**src/verilog/spep_defines.vh**
```
// Constants for the switch port error prioritizer: register map, fields and encodings.
`ifndef SPEP_DEFINES_VH
`define SPEP_DEFINES_VH
// ============================================================
// Register byte addresses
`define SPEP_ADDR_CTRL 12'h000
`define SPEP_ADDR_SEV 12'h004
`define SPEP_ADDR_STS 12'h008
`define SPEP_ADDR_UNCOR 12'h00c
`define SPEP_ADDR_COR 12'h010
`define SPEP_ADDR_HDR0 12'h014
`define SPEP_ADDR_HDR1 12'h018
`define SPEP_ADDR_HDR2 12'h01c
`define SPEP_ADDR_HDR3 12'h020
`define SPEP_ADDR_LAST 12'h024
// ============================================================
// Control register fields
`define SPEP_CTRL_DSP 0
`define SPEP_CTRL_RST 32'h0000_0000
// ============================================================
// Status register fields (write one to clear)
`define SPEP_STS_PRI_DPE 0
`define SPEP_STS_SEC_DPE 1
`define SPEP_STS_SEC_STA 2
// ============================================================
// Uncorrectable log bit positions
`define SPEP_UE_INTERNAL 0
`define SPEP_UE_POISON 1
`define SPEP_UE_UNEXP_CPL 2
`define SPEP_UE_UR 3
`define SPEP_UE_MC_BLOCK 4
`define SPEP_UE_ACS 5
`define SPEP_UE_MALFORMED 6
`define SPEP_UE_ECRC 7
`define SPEP_UE_OVERFLOW 8
`define SPEP_UE_WIDTH 9
// Correctable log bit for advisory non-fatal errors.
`define SPEP_CE_ADVISORY 0
// Severity reset: all nonfatal.
`define SPEP_SEV_RST 9'h000
// ============================================================
// Priority levels
`define SPEP_PRI_NONE 3'h0
`define SPEP_PRI_POISON 3'h1
`define SPEP_PRI_UR 3'h2
`define SPEP_PRI_MC 3'h3
`define SPEP_PRI_ACS 3'h4
`define SPEP_PRI_MAL 3'h5
`define SPEP_PRI_ECRC 3'h6
`define SPEP_PRI_OVF 3'h7
`endif

```
**src/verilog/spep_error_prioritizer.v**
```verilog
// Error classification, ACS violation handling and priority logging for a switch port.
`timescale 1ns/1ns
`default_nettype none
// Operation
// - ACS checks apply only when the port is configured as downstream switch port.
// - ACS results are logged and handled by the detecting function only.
// - ACS redirection is normal operation; nothing is logged.
// - ACS blocking is an ACS violation logged in this function's log.
// - No source validation on local or gathered-routed received messages.
// - Blocking violation on non-posted request returns completer-abort completion when ACS wins priority.
// - That completer-abort completion is not logged as completer abort error.
// - ACS violation sets signaled target abort in secondary status.
// - Violation is advisory only if severity nonfatal and TLP non-posted.
// - Advisory goes correctable path; non-advisory goes uncorrectable path.
// - Blocking violation captures TLP header in log, then drops TLP.
// - Direct translated peer failures go to egress control and redirect checks.
// - Priority suppression only for received-TLP errors; others always logged.
// - Internal errors such as ECC faults logged without suppression.
// - Poisoned TLP always sets detected parity flag of its side.
// - Priority: overflow, ECRC, malformed, ACS, multicast, UR/unexpected, poisoned.
// - Same-level errors are exclusive; no tie-break needed.
// - Only the highest-priority error of a TLP is logged and reported.
// - Lower checks still act unless higher error dropped the TLP.
// - All received errors but poison drop the TLP; ECRC drops it only when tlp_ultimate_in is set.
`include "spep_defines.vh"
module spep_error_prioritizer
#(
    parameter HDR_W = 128
)
(
    input wire mclk_in,
    input wire rstn_in,
    // APB slave.
    input wire psel_in,
    input wire penable_in,
    input wire pwrite_in,
    input wire [11:0] paddr_in,
    input wire [31:0] pwdata_in,
    output reg [31:0] prdata_out,
    output wire pready_out,
    output wire pslverr_out,
    // One received TLP's check results, valid for one cycle.
    input wire tlp_valid_in,
    input wire [HDR_W-1:0] tlp_hdr_in,
    input wire tlp_secondary_in,
    input wire tlp_nonposted_in,
    input wire tlp_local_msg_in,
    input wire tlp_ultimate_in,
    input wire err_overflow_in,
    input wire err_ecrc_in,
    input wire err_malformed_in,
    input wire acs_src_fail_in,
    input wire acs_trans_fail_in,
    input wire acs_egress_fail_in,
    input wire acs_dtp2p_fail_in,
    input wire acs_redirect_in,
    input wire err_mc_block_in,
    input wire err_ur_in,
    input wire err_unexp_cpl_in,
    input wire err_poison_in,
    input wire err_internal_in,
    // Results.
    output reg tlp_drop_out,
    output reg tlp_redirect_out,
    output reg cpl_abort_out,
    output reg cor_msg_out,
    output reg uncor_msg_out,
    output reg [2:0] logged_pri_out
);
// ============================================================
// Registers
reg [31:0] ctrl;
reg [`SPEP_UE_WIDTH-1:0] uncorrectable_severity_select;
reg primary_side_status_dpe;
reg secondary_side_status_dpe;
reg signaled_target_abort_flag;
reg [`SPEP_UE_WIDTH-1:0] uncor_log;
reg cor_log;
reg [HDR_W-1:0] hdr_log;
reg hdr_log_valid;

wire dsp_mode = ctrl[`SPEP_CTRL_DSP];
wire wr_en = psel_in & penable_in & pwrite_in;
wire addr_ok = (paddr_in < `SPEP_ADDR_LAST) & (paddr_in[1:0] == 2'h0);

assign pready_out = 1'b1;
assign pslverr_out = psel_in & penable_in & ~addr_ok;

// ============================================================
// Classification
wire acs_dtp2p_egress = acs_dtp2p_fail_in & acs_egress_fail_in;
wire acs_src_eff = acs_src_fail_in & ~tlp_local_msg_in;
wire acs_block = dsp_mode & (acs_src_eff | acs_trans_fail_in | acs_egress_fail_in
    | acs_dtp2p_egress);
wire acs_redir = dsp_mode & acs_redirect_in & ~acs_block;
wire ecrc_drop = err_ecrc_in & tlp_ultimate_in;
wire ovf_drop = err_overflow_in;
wire mal_act = ~ovf_drop & ~ecrc_drop;
wire acs_act = mal_act & ~err_malformed_in;
wire mc_act = acs_act & ~acs_block;
wire ur_act = mc_act & ~err_mc_block_in;
wire drop = ovf_drop | ecrc_drop | (mal_act & err_malformed_in) | (acs_act & acs_block)
    | (mc_act & err_mc_block_in) | (ur_act & (err_ur_in | err_unexp_cpl_in));
wire ur_uc = err_ur_in | err_unexp_cpl_in;

reg [2:0] next_pri;
always @*
begin
    if (err_overflow_in)
        next_pri = `SPEP_PRI_OVF;
    else if (err_ecrc_in)
        next_pri = `SPEP_PRI_ECRC;
    else if (err_malformed_in)
        next_pri = `SPEP_PRI_MAL;
    else if (acs_block)
        next_pri = `SPEP_PRI_ACS;
    else if (err_mc_block_in)
        next_pri = `SPEP_PRI_MC;
    else if (ur_uc)
        next_pri = `SPEP_PRI_UR;
    else if (err_poison_in)
        next_pri = `SPEP_PRI_POISON;
    else
        next_pri = `SPEP_PRI_NONE;
end

reg [`SPEP_UE_WIDTH-1:0] next_bit;
always @*
begin
    next_bit = {`SPEP_UE_WIDTH{1'b0}};
    case (next_pri)
        `SPEP_PRI_OVF: next_bit[`SPEP_UE_OVERFLOW] = 1'b1;
        `SPEP_PRI_ECRC: next_bit[`SPEP_UE_ECRC] = 1'b1;
        `SPEP_PRI_MAL: next_bit[`SPEP_UE_MALFORMED] = 1'b1;
        `SPEP_PRI_ACS: next_bit[`SPEP_UE_ACS] = 1'b1;
        `SPEP_PRI_MC: next_bit[`SPEP_UE_MC_BLOCK] = 1'b1;
        `SPEP_PRI_UR: next_bit[`SPEP_UE_UR] = err_ur_in;
        `SPEP_PRI_POISON: next_bit[`SPEP_UE_POISON] = 1'b1;
        default: next_bit = {`SPEP_UE_WIDTH{1'b0}};
    endcase
    if (next_pri == `SPEP_PRI_UR)
        next_bit[`SPEP_UE_UNEXP_CPL] = err_unexp_cpl_in;
end

// ACS logging and abort completion only when it wins priority; drop and target abort whenever reached.
wire acs_logged = tlp_valid_in & (next_pri == `SPEP_PRI_ACS);
wire acs_reached = tlp_valid_in & acs_act & acs_block;
wire acs_sev_fatal = uncorrectable_severity_select[`SPEP_UE_ACS];
wire acs_advisory = acs_logged & ~acs_sev_fatal & tlp_nonposted_in;
wire gen_cpl_abort = acs_logged & tlp_nonposted_in;
wire log_uncor = tlp_valid_in & (next_pri != `SPEP_PRI_NONE) & ~acs_advisory;
wire log_hdr = tlp_valid_in & (next_pri != `SPEP_PRI_NONE);
wire internal_hit = tlp_valid_in & err_internal_in;

// ============================================================
// Per-TLP results
reg next_drop;
reg next_redirect;
reg next_cpl_abort;
reg next_cor_msg;
reg next_uncor_msg;
always @*
begin
    next_drop = tlp_valid_in & drop;
    next_redirect = tlp_valid_in & acs_redir & mc_act;
    next_cpl_abort = gen_cpl_abort;
    next_cor_msg = acs_advisory;
    next_uncor_msg = log_uncor | internal_hit;
end

always @(posedge mclk_in or negedge rstn_in)
begin
    if (!rstn_in)
    begin
        tlp_drop_out <= 1'b0;
        tlp_redirect_out <= 1'b0;
        cpl_abort_out <= 1'b0;
        cor_msg_out <= 1'b0;
        uncor_msg_out <= 1'b0;
        logged_pri_out <= `SPEP_PRI_NONE;
    end
    else
    begin
        tlp_drop_out <= next_drop;
        tlp_redirect_out <= next_redirect;
        cpl_abort_out <= next_cpl_abort;
        cor_msg_out <= next_cor_msg;
        uncor_msg_out <= next_uncor_msg;
        logged_pri_out <= tlp_valid_in ? next_pri : `SPEP_PRI_NONE;
    end
end

// ============================================================
// Register write strobes
wire ctrl_wr = wr_en & (paddr_in == `SPEP_ADDR_CTRL);
wire sev_wr = wr_en & (paddr_in == `SPEP_ADDR_SEV);
wire sts_wr = wr_en & (paddr_in == `SPEP_ADDR_STS);
wire uncor_wr = wr_en & (paddr_in == `SPEP_ADDR_UNCOR);
wire cor_wr = wr_en & (paddr_in == `SPEP_ADDR_COR);
wire [`SPEP_UE_WIDTH-1:0] uncor_clr = uncor_wr ? pwdata_in[`SPEP_UE_WIDTH-1:0]
    : {`SPEP_UE_WIDTH{1'b0}};
wire hdr_rearm = uncor_wr & (|uncor_clr);

// ============================================================
// Control and severity registers
always @(posedge mclk_in or negedge rstn_in)
begin
    if (!rstn_in)
    begin
        ctrl <= `SPEP_CTRL_RST;
        uncorrectable_severity_select <= `SPEP_SEV_RST;
    end
    else
    begin
        if (ctrl_wr)
            ctrl <= {31'h0, pwdata_in[`SPEP_CTRL_DSP]};
        if (sev_wr)
            uncorrectable_severity_select <= pwdata_in[`SPEP_UE_WIDTH-1:0];
    end
end

// ============================================================
// Status flags: write one to clear; a set in the same cycle wins.
always @(posedge mclk_in or negedge rstn_in)
begin
    if (!rstn_in)
        primary_side_status_dpe <= 1'b0;
    else if (tlp_valid_in && err_poison_in && !tlp_secondary_in)
        primary_side_status_dpe <= 1'b1;
    else if (sts_wr && pwdata_in[`SPEP_STS_PRI_DPE])
        primary_side_status_dpe <= 1'b0;
end

always @(posedge mclk_in or negedge rstn_in)
begin
    if (!rstn_in)
        secondary_side_status_dpe <= 1'b0;
    else if (tlp_valid_in && err_poison_in && tlp_secondary_in)
        secondary_side_status_dpe <= 1'b1;
    else if (sts_wr && pwdata_in[`SPEP_STS_SEC_DPE])
        secondary_side_status_dpe <= 1'b0;
end

// Target abort is flagged whenever the blocking action is reached, logged or not.
always @(posedge mclk_in or negedge rstn_in)
begin
    if (!rstn_in)
        signaled_target_abort_flag <= 1'b0;
    else if (acs_reached)
        signaled_target_abort_flag <= 1'b1;
    else if (sts_wr && pwdata_in[`SPEP_STS_SEC_STA])
        signaled_target_abort_flag <= 1'b0;
end

always @(posedge mclk_in or negedge rstn_in)
begin
    if (!rstn_in)
        cor_log <= 1'b0;
    else if (acs_advisory)
        cor_log <= 1'b1;
    else if (cor_wr && pwdata_in[`SPEP_CE_ADVISORY])
        cor_log <= 1'b0;
end

// ============================================================
// Uncorrectable log: each bit sticks until written with one.
reg [`SPEP_UE_WIDTH-1:0] uncor_set;
always @*
begin
    uncor_set = {`SPEP_UE_WIDTH{1'b0}};
    if (log_uncor)
        uncor_set = next_bit;
    if (internal_hit)
        uncor_set[`SPEP_UE_INTERNAL] = 1'b1;
    // Completer abort is never logged for ACS completions.
    if (acs_advisory)
        uncor_set[`SPEP_UE_ACS] = 1'b1;
end

// Bits cleared in the same cycle as another bit is set keep their clear.
always @(posedge mclk_in or negedge rstn_in)
begin
    if (!rstn_in)
        uncor_log <= {`SPEP_UE_WIDTH{1'b0}};
    else
        uncor_log <= uncor_set | (uncor_log & ~uncor_clr);
end

// ============================================================
// Header log: holds the first logged TLP until the log is cleared.
always @(posedge mclk_in or negedge rstn_in)
begin
    if (!rstn_in)
    begin
        hdr_log <= {HDR_W{1'b0}};
        hdr_log_valid <= 1'b0;
    end
    else if (log_hdr && (!hdr_log_valid || hdr_rearm))
    begin
        hdr_log <= tlp_hdr_in;
        hdr_log_valid <= 1'b1;
    end
    else if (hdr_rearm)
        hdr_log_valid <= 1'b0;
end

// ============================================================
// Read data
reg [31:0] next_rdata;
always @*
begin
    next_rdata = 32'h0000_0000;
    case (paddr_in)
        `SPEP_ADDR_CTRL: next_rdata = ctrl;
        `SPEP_ADDR_SEV: next_rdata[`SPEP_UE_WIDTH-1:0] = uncorrectable_severity_select;
        `SPEP_ADDR_STS:
        begin
            next_rdata[`SPEP_STS_PRI_DPE] = primary_side_status_dpe;
            next_rdata[`SPEP_STS_SEC_DPE] = secondary_side_status_dpe;
            next_rdata[`SPEP_STS_SEC_STA] = signaled_target_abort_flag;
        end
        `SPEP_ADDR_UNCOR: next_rdata[`SPEP_UE_WIDTH-1:0] = uncor_log;
        `SPEP_ADDR_COR: next_rdata[`SPEP_CE_ADVISORY] = cor_log;
        `SPEP_ADDR_HDR0: next_rdata = hdr_log[31:0];
        `SPEP_ADDR_HDR1: next_rdata = hdr_log[63:32];
        `SPEP_ADDR_HDR2: next_rdata = hdr_log[95:64];
        `SPEP_ADDR_HDR3: next_rdata = hdr_log[127:96];
        default: next_rdata = 32'h0000_0000;
    endcase
end

// The word is taken in the setup cycle and held through the access cycle,
// so a read shows the state as it stood one cycle before the access edge.
always @(posedge mclk_in or negedge rstn_in)
begin
    if (!rstn_in)
        prdata_out <= 32'h0000_0000;
    else if (psel_in && !penable_in)
        prdata_out <= next_rdata;
end

endmodule
`default_nettype wire

```
**config.mk**
```make
export PLATFORM = sky130hd
export DESIGN_NAME = spep_error_prioritizer
export DESIGN_NICKNAME = d
export VERILOG_FILES = /design/src/verilog/spep_error_prioritizer.v
export VERILOG_INCLUDE_DIRS = /design/src /design/src/verilog
export SDC_FILE = /design/constraint.sdc
export NUM_CORES = 1
export LEC_CHECK = 0
export BUFFER_PORTS_ARGS = -buffer_cell sky130_fd_sc_hd__buf_2
export CAP_MARGIN = 20
export CORE_ASPECT_RATIO = 0.9
export CORE_UTILIZATION = 54
export CTS_CLUSTER_DIAMETER = 30
export CTS_CLUSTER_SIZE = 28
export DETAILED_ROUTE_END_ITERATION = 7
export PLACE_DENSITY = 0.85
export SYNTH_ARGS = -nofsm -noshare
export SYNTH_HDL_FRONTEND = slang
export SYNTH_SLANG_ARGS = --single-unit
```
**constraint.sdc**
```tcl
create_clock -name mclk_in -period 2.1 [get_ports mclk_in]
set_input_delay 0.21 -clock mclk_in [delete_from_list [all_inputs] [get_ports mclk_in]]
set_output_delay 0.21 -clock mclk_in [all_outputs]
set_load 0.005 [all_outputs]
```
======== Word-level counts from Yosys, hierarchy flattened ========
Cells that the tools add are included.
word-level totals
  register bits after elaboration ......... 192
  input port bits ......................... 195
  output and inout bits ................... 42
  logic and storage cells ................. 146
operators by class
  $lt $le $gt $ge ......................... 1
  eq/ne operators ......................... 15
  multiplexer cells ....................... 34
  bitwise logic cells ..................... 58
  reductions and logical operators ........ 22
operators with widths
  cell                                                                   number
  23-bit case mux with 4 select lines                                    1
  12-bit by 5-bit == test with 1-bit output, second input constant       4
  1-bit bitwise AND                                                      36
  6-bit case mux with 6 select lines                                     1
  12-bit by 4-bit == test with 1-bit output, second input constant       2
  1-bit two-way mux                                                      21
  9-bit two-way mux                                                      2
  3-bit two-way mux                                                      5
  2-bit case mux with 7 select lines                                     1
  12-bit by 3-bit == test with 1-bit output, second input constant       1
  12-bit by 6-bit == test with 1-bit output, second input constant       1
  3-bit == test, second input constant                                   4
  12-bit zero test                                                       1
  12-bit by 6-bit < comparator with 1-bit output, second input constant  1
  1-bit bitwise OR                                                       10
  2-bit nonzero test                                                     5
  9-bit bitwise AND                                                      1
  1-bit logical AND                                                      9
  1-bit inverter                                                         9
  9-bit inverter                                                         1
  9-bit bitwise OR                                                       1
  1-bit case mux with 9 select lines                                     1
  9-bit OR reduction                                                     1
  3-bit by 2-bit == test with 1-bit output, second input constant        2
  6 further kinds                                                        9

======== Logic depth before layout (Yosys ltp) ========
Gate-level depths: netlist of run 1.
  word-level depth ........................ 19
  depth in mapped cells ................... 9
  gate-level depth less buffers ........... 5

======== Least setup slack after synthesis of run 1 ========
No wires, ideal clock.
  path kind ............................... in2reg
  start ................................... in paddr_in[4]
  end ..................................... reg hdr_log[0]
  setup time .............................. 0.125 ns
  arrival ................................. 1.842 ns
  required time ........................... 1.975 ns
  setup slack ............................. 0.133 ns
  stages on the path ...................... 9
  buffers on the path ..................... 4
  path through ............................ buf_6 > nor4_2 > and4_1 > buf_6 > o41ai_4 > a21oi_4 > buf_12 > buf_12 > mux2_4
on the way
  longest elaborated chain between the ends .. 7
ends and longest elaborated chain
  what                                           line                          RTL
  start, declared                                spep_error_prioritizer.v:37   input wire [11:0] paddr_in,
  12-bit by 4-bit == test with 1-bit output (*)  n/a
  1-bit bitwise AND (*)                          spep_error_prioritizer.v:198  wire uncor_wr = wr_en & (paddr_in == `SPEP_ADDR_UNCOR);
  9-bit two-way mux                              spep_error_prioritizer.v:200  wire [`SPEP_UE_WIDTH-1:0] uncor_clr = uncor_wr ? pwdata_in[`SPEP_UE_WIDTH-1:0]
  9-bit OR reduction                             spep_error_prioritizer.v:202  wire hdr_rearm = uncor_wr & (|uncor_clr);
  1-bit bitwise AND (*)                          spep_error_prioritizer.v:202
  1-bit logical OR (*)                           spep_error_prioritizer.v:298  else if (log_hdr && (!hdr_log_valid || hdr_rearm))
  1-bit logical AND (*)                          spep_error_prioritizer.v:298
  end signal, assigned                           spep_error_prioritizer.v:295  hdr_log <= {HDR_W{1'b0}};
  end signal, assigned                           spep_error_prioritizer.v:300  hdr_log <= tlp_hdr_in;
  end, declared                                  spep_error_prioritizer.v:79   reg [HDR_W-1:0] hdr_log;
Mark *: on every way between the ends. The rest lies on a longest branch, timed or not.
A chain may end at the register's enable or synchronous reset.

======== Worst setup path after layout of run 1 ========
  start ................................... reg ctrl[0]
  end ..................................... reg hdr_log[42]
on the way
  longest elaborated chain between the ends .. 8
ends and longest elaborated chain
  what                                 line                          RTL
  start, declared                      spep_error_prioritizer.v:72   reg [31:0] ctrl;
  start signal, assigned               spep_error_prioritizer.v:210  ctrl <= `SPEP_CTRL_RST;
  start signal, assigned               spep_error_prioritizer.v:216  ctrl <= {31'h0, pwdata_in[`SPEP_CTRL_DSP]};
  1-bit bitwise AND                    spep_error_prioritizer.v:93   wire acs_block = dsp_mode & (acs_src_eff | acs_trans_fail_in | acs_egress_fail_in
  3-bit two-way mux                    spep_error_prioritizer.v:115  else if (acs_block)
  3-bit two-way mux                    spep_error_prioritizer.v:113  else if (err_malformed_in)
  3-bit two-way mux                    spep_error_prioritizer.v:111  else if (err_ecrc_in)
  3-bit two-way mux                    spep_error_prioritizer.v:109  if (err_overflow_in)
  3-bit nonzero test (no source line)  n/a
  1-bit bitwise AND                    spep_error_prioritizer.v:152  wire log_hdr = tlp_valid_in & (next_pri != `SPEP_PRI_NONE);
  1-bit logical AND                    spep_error_prioritizer.v:298
Every way passes these cells.

==> impl_metrics.csv, run 1 <==
group,metric,value,unit
yosys,async_reset_ff_share,100.0,%
run,drv_cap,0,
placed_design,io_buffers,211,
global_routing,grt_max_degree,55,
critical_path,rrSetupSlack,210,ps
global_routing,grt_util_met2,45.03,%
detailed_routing,vias,6807,
hold_path,min_to,"hdr_log[52]",
yosys,yosysSeqAreaShare,51.60,%
clock_tree,cts.sinks,192,
detailed_routing,vias_per_cell,5.739,
global_routing,first_global_vias,7037,
critical_path,r2r-start,"ctrl[0]",
yosys,synthCells,671,
detailed_routing,wl,23890,um
global_routing,met1_usage,37.32,%
floorplan,num_io_pins,237,
clock_tree,numCtsBuffers,17,
detailed_routing,routedWlPerCell,20.15,um
critical_path,cp_num_buf_inv,2,
yosys,synth_area,9311,um^2
critical_path,cp_slowest_stage_delay,440,ps
clock_tree,root_buffer,"clkbuf_16",
critical_path,critPathRequiredTime,2410,ps
finish,layout-drive-gt1-share,49.28,%
critical_path,cp.arrival,2200,ps
hold_path,hold_path_class,"in2reg",
hold_path,min_path_cells,2,
sta,slew_viol_final,0,
floorplan,dieArea,17770,um^2
critical_path,worst-path-max-fanout,13,
global_routing,grt_overflow_total,0,
global_routing,grt_first_pass_wirelength,37720,um
pwr,p_per_area,728.3,nW/um^2
floorplan,chipWidth,140.4,um
sta,min_period_over_period,89.89,%
detailed_routing,detail-route-antenna-nets,0,
sta,fin_worst_skew,12.38,ps
global_routing,top_usage_layer,"met2",
critical_path,start_kind,"register",
yosys,synthTopCellsByArea,"dfrtp_1 (52%), mux2_4 (19%), mux2_2 (6.4%), a22o_1 (3.0%), a22oi_1 (3.0%)",
pwr,leakage,5.643,nW
sta,rsz0062_at_grt,"no",
clock_tree,cts_tree,"yes",
global_routing,antenna_found_initial,3,
sta,max_slew_margin,60.89,%
critical_path,worstPathCellList,"o31a_2 -> o41ai_4 -> a21oi_4 -> buf_12 -> buf_4 -> mux2_4",
pwr,peakVddDrop,0.0005063,V
detailed_routing,dr.first_iter.drc_count,469,
global_routing,gr-usage-met3,5.059,%
finish,instances_no_fill,1186,
hold_path,hold_path_startpoint,"tlp_hdr_in[52]",
critical_path,rr_worst_depth,6,
clock_tree,insertion_delay,430,ps
global_routing,grt_usage,27.93,%
sta,setup_viol,0,
floorplan,rows,45,
sta,tightestPinTransition,586.7,ps
sta,hold_viol,0,
yosys,synth-edff-count,0,
finish,n_fill_cell,1128,
placed_design,hpwl,16290,um
yosys,synth_flop_cell,"dfrtp_1",
yosys,synth_cell_types,60,
finish,design_area,11900,um^2
outcome,status,"finished, final reports clean",
detailed_routing,firstDrtPassIters,5,
critical_path,cp_top_family,"compound AO/OA/AOI/OAI gates",
yosys,ys_warn_count,0,
clock_tree,path_clk_slew,80,ps
clock_tree,clk_path_buf_depth,2,
floorplan,die_h,126.6,um
floorplan,start_util,55.13,%
yosys,syn_nets,866,
critical_path,cp-end-kind,"register",
yosys,yosys.area.top_type_share,51.60,%
placed_design,globalplace.congestion,0.9531,
pwr,p_total,8.664,mW
sta,max_freq,529.8,MHz
critical_path,regToRegEndpoint,"hdr_log[42]",
sta,tns,0,ps
placed_design,placedCellCount,1090,
floorplan,core_region_area,16890,um^2
yosys,avgSynthCellArea,13.88,um^2
sta,period_needed,1888,ps
yosys,synth_top_area_cell,"dfrtp_1",
placed_design,postPlaceCellArea,10690,um^2
critical_path,crit_type,"reg2reg",
clock_tree,htreeDepth,4,
detailed_routing,drc,0,
critical_path,slowest_stage,"dfrtp_1",
finish,syn2layout_area_growth,27.76,%
yosys,synth_seq_cells,192,
finish,nets,1154,
## layer usage
layer / share of wire (%) / vias up
li1: - / 3048
met1: 43 / 3388
met2: 48 / 311
met3: 5.9 / 60
met4: 3.4 / 0
met5: 0 / -
## layout make-up
cell class                      instances  area, um^2  share of cell area (%)
Sequential cell                       192        4805                   40.39
Multi-Input combinational cell        430        4094                   34.41
Timing Repair Buffer                  316        2131                   17.91
Clock buffer                           18       439.2                   3.692
Tap cell                              211       264.0                   2.219
Clock inverter                         14       148.9                   1.252
Inverter                                2       7.507                 0.06310
Antenna cell                            3       7.507                 0.06310
## what timing repair did
| item | 4_1_cts | 5_1_grt |
|---|---|---|
| gates resized for setup | 0 | 0 |
| hold buffers | 56 | 5 |
| endpoints found under the hold margin | 104 | 5 |
| buffers inserted | 0 | 0 |
## worst register-to-register path, delay by kind of cell, from the launching register on
kind | cells | cell delay [ps]
buf+inv | 2 | 380
compound gates | 3 | 640
mux | 1 | 310
flops | 1 | 440
## Yosys cell counts (3+ instances only)
master     instances
o2bb2ai_1          3
clkbuf_1          24
mux2_4           120
a22o_1            32
and2_1             3
o31a_2             3
dfrtp_1          192
a21oi_1            5
nand4_1            5
nor2_1            16
mux2_2            53
o31ai_1            3
a22oi_1           37
nor3_1             8
nor2b_1            3
nand2b_1           3
buf_12            11
mux2i_1            4
o21ai_1           19
nand2_1           55
buf_6              4
o21ai_0           16
a32o_1             4
## cells by family (layout without fill, tap and decap cells)
kind of cell,count (synthesis),in the layout,synth area share (%)
buf+inv,49,350,4.649
mux,177,177,26.19
simple gates,111,111,5.926
flops,192,192,51.60
compound gates,141,141,11.60
other cells,1,4,0.04027
## per-stage QoR
stage | hold slack (ps) | utilization (%) | setup slack (ps)
after global placement | 214.7 | 63.29 | -87.02
after global routing | 0.1676 | 70.43 | 165.1
after CTS | 0.3368 | 70.09 | 225.7
after floorplan | -85.59 | - | 132.6
after detailed placement | 216.8 | 63.29 | -125.2
final | 16.15 | 70.43 | 212.4
## sequential cells by signal, summed over array words and instances (netlist names)
signal and count:
primary_side_status_dpe 1, cor_log 1, ctrl 1, logged_pri_out 3, cor_msg_out 1, tlp_redirect_out 1, prdata_out 32, cpl_abort_out 1
tlp_drop_out 1, signaled_target_abort_flag 1, hdr_log_valid 1, uncorrectable_severity_select 9, uncor_msg_out 1, secondary_side_status_dpe 1, uncor_log 9, hdr_log 128
## power breakdown
group | internal, mW | switching (mW) | leakage [nW]
clock | 1.72 | 1.52 | 0.289
combinational | 0.763 | 0.452 | 2.94
sequential | 4.02 | 0.200 | 2.42
total | 6.50 | 2.17 | 5.64
## layout by cell type, fill, tap and decap left out, types with 4 or more instances in the layout
cell,Yosys,layout
o21ai_1,19,19
dfrtp_1,192,192
nor2_1,16,16
inv_8,0,4
clkbuf_16,0,17
nand4_1,5,5
a22oi_1,37,37
buf_2,2,210
mux2_2,53,53
buf_4,1,34
o21ai_0,16,16
dlygate4sd3_1,0,61
a22o_1,32,32
buf_12,11,10
nand2_1,55,55
a32o_1,4,4
clkinv_4,0,5
nor3_1,8,8
mux2i_1,4,4
a21oi_1,5,5
mux2_4,120,120
## worst max path at each step
stage	startpoint	slack, ps	cells after the start	to
floorplan	paddr_in[4]	130	9	hdr_log[0]
global placement	paddr_in[8]	-90	9	hdr_log[27]
detailed placement	paddr_in[8]	-130	9	hdr_log[28]
CTS	ctrl[0]	230	6	hdr_log[42]
global route	ctrl[0]	170	6	hdr_log[41]
finish	ctrl[0]	210	6	hdr_log[42]
Power figures use the tool's default switching activity.
==> inputs of run 2 (changes only) <==
--- a/config.mk
+++ b/config.mk
@@ -13,6 +13,7 @@
 export CTS_CLUSTER_DIAMETER = 30
 export CTS_CLUSTER_SIZE = 28
 export DETAILED_ROUTE_END_ITERATION = 7
+export HOLD_SLACK_MARGIN = 0.12
 export PLACE_DENSITY = 0.85
 export SYNTH_ARGS = -nofsm -noshare
 export SYNTH_HDL_FRONTEND = slang
==> run 2 against run 1 <==
The run now ends with negative setup slack left. Worst setup slack got worse by 240 ps. Via count rose by 10%. Clock-buffer cell count did not move. Utilization rose by 6.2 points. Final area rose by 8.9%. Clock skew rose by 1.4 ps. Critical path depth rose by 3. Worst hold slack improved by 160 ps. Die area did not move. Critical path type is now in2reg. Highest routed layer unchanged.
==> impl_metrics.csv, run 2 (same netlist as run 1, synthesis figures left out) <==
group,metric,value,unit
finish,layout-drive-gt1-share,45.54,%
clock_tree,insertion_delay,440,ps
floorplan,die_h,126.6,um
floorplan,core_region_area,16890,um^2
critical_path,slowest_stage,"dlygate4sd3_1",
pwr,p_total,8.873,mW
clock_tree,clk_path_buf_depth,2,
critical_path,cp-end-kind,"register",
floorplan,dieArea,17770,um^2
detailed_routing,vias,7492,
sta,holdWs,171.3,ps
floorplan,rows,45,
clock_tree,htreeDepth,4,
finish,multiInputGateArea,4116,um^2
sta,max_slew_margin,60.19,%
sta,setup_viol,85,
global_routing,grt_first_pass_wirelength,43690,um
global_routing,antenna_found_initial,5,
global_routing,grt_overflow_total,0,
critical_path,cp_num_buf_inv,4,
detailed_routing,drc,0,
sta,fin_worst_skew,13.79,ps
sta,max_freq,469.8,MHz
sta,min_period_over_period,101.4,%
finish,design_area,12950,um^2
sta,tightestPinTransition,597.1,ps
sta,rsz0062_at_grt,"yes",
finish,n_fill_cell,967,
finish,nets,1247,
detailed_routing,dr.first_iter.drc_count,611,
hold_path,min_path_cells,2,
finish,postLayoutCoreUtil,76.67,%
pwr,peakVddDrop,0.0004914,V
clock_tree,cts_tree,"yes",
finish,mostFrequentLayoutCells,"buf_2 (208), dfrtp_1 (192), dlygate4sd3_1 (149)",
finish,syn2layout_area_growth,39.08,%
finish,ff_latch_area,4805,um^2
finish,largest_registers,"hdr_log: 128 flops, prdata_out: 32 flops",
critical_path,rr_worst_depth,6,
global_routing,grt_usage,32.59,%
floorplan,num_io_pins,237,
critical_path,start_kind,"input port",
floorplan,start_util,55.13,%
sta,fin_ws,-28.58,ps
pwr,pwr-share-clk,36.6,%
pwr,seq_power_share,47.7,%
placed_design,postPlaceCellArea,10690,um^2
pwr,p_per_area,685.2,nW/um^2
clock_tree,cts.sinks,192,
pwr,internal_power,6.613,mW
outcome,violations,"negative setup slack",
critical_path,worst-path-max-fanout,11,
placed_design,io_buffers,211,
hold_path,hold_path_class,"in2reg",
detailed_routing,vias_per_cell,5.849,
clock_tree,root_buffer,"clkbuf_16",
detailed_routing,wl,28590,um
finish,final_common_cell,"buf_2",
detailed_routing,detail-route-antenna-nets,0,
sta,slew_viol_final,0,
sta,period_needed,2129,ps
critical_path,cp_top_family,"buffers and inverters",
clock_tree,path_clk_slew,70,ps
finish,top_register,"hdr_log",
floorplan,chipWidth,140.4,um
pwr,switching_share,25.48,%
critical_path,crit_type,"in2reg",
placed_design,hpwl,16290,um
pwr,leakage,6.085,nW
critical_path,cp.arrival,2440,ps
pwr,p_sw,2.261,mW
critical_path,worstPathCellList,"dlygate4sd3_1 -> buf_2 -> nor4_4 -> nand2_2 -> o41ai_4 -> a21oi_4 -> clkbuf_16 -> buf_16 -> mux2_4",
clock_tree,numCtsBuffers,17,
pwr,pwr-share-comb,15.7,%
global_routing,grt_max_degree,55,
critical_path,cp.depth,9,
critical_path,cp_slowest_stage_delay,530,ps
outcome,status,"finished, violations left",
sta,hold_viol,0,
finish,largest_reg_flops,128,
detailed_routing,routedWlPerCell,22.32,um
critical_path,critPathRequiredTime,2410,ps
placed_design,globalplace.congestion,0.9531,
run,drv_cap,0,
global_routing,first_global_vias,8179,
detailed_routing,firstDrtPassIters,8,
[run 2: final timing paths]
path / from / end / slack [ps]
min: err_poison_in / secondary_side_status_dpe / 170
max reg2reg: ctrl[0] / hdr_log[39] / 140
min reg2reg: prdata_out[30] / prdata_out[30] / 490
max in group asynchronous: rstn_in / hdr_log[39] / 1090
min in group asynchronous: rstn_in / hdr_log[69] / 300
max: pwdata_in[2] / hdr_log[39] / -30
[run 2: what timing repair did]
action,CTS,global route
setup endpoints to repair,0,130
buffers inserted,0,1
hold buffers,151,0
resized for setup,0,10
endpoints found under the hold margin,202,0
[run 2: power by group through the flow]
stage	clock network (mW)	registers [mW]	logic (mW)
after floorplan	0	4.21	0.700
after CTS	3.28	4.21	1.35
after detailed placement	0	4.28	1.12
final	3.25	4.23	1.40
after global placement	0	4.26	1.08
after global routing	3.44	4.26	1.48
[run 2: layout make-up]
cell class / instances / area share, %
Tap cell: 211 / 2.039
Multi-Input combinational cell: 430 / 31.79
Antenna cell: 5 / 0.09662
Timing Repair Buffer: 409 / 24.38
Inverter: 2 / 0.05797
Clock buffer: 18 / 3.391
Clock inverter: 14 / 1.150
Sequential cell: 192 / 37.10
[run 2: stage by stage]
step	setup TNS (ps)	setup WS, ps	instances
finish	-672.1	-28.58	1281
global route	-11820	-119.7	1281
CTS	0	44.42	1273
detailed placement	-8598	-125.2	1090
global placement	-6229	-87.02	1090
floorplan	0	132.6	671
[run 2: metal layers]
metal | global-route usage, % | wire, um | vias up
li1 | - | - | 3238
met5 | 0 | 0 | -
met3 | 6.304 | 1788 | 132
met2 | 56.59 | 14200 | 410
met4 | 17.78 | 1461 | 0
met1 | 38.32 | 11140 | 3712
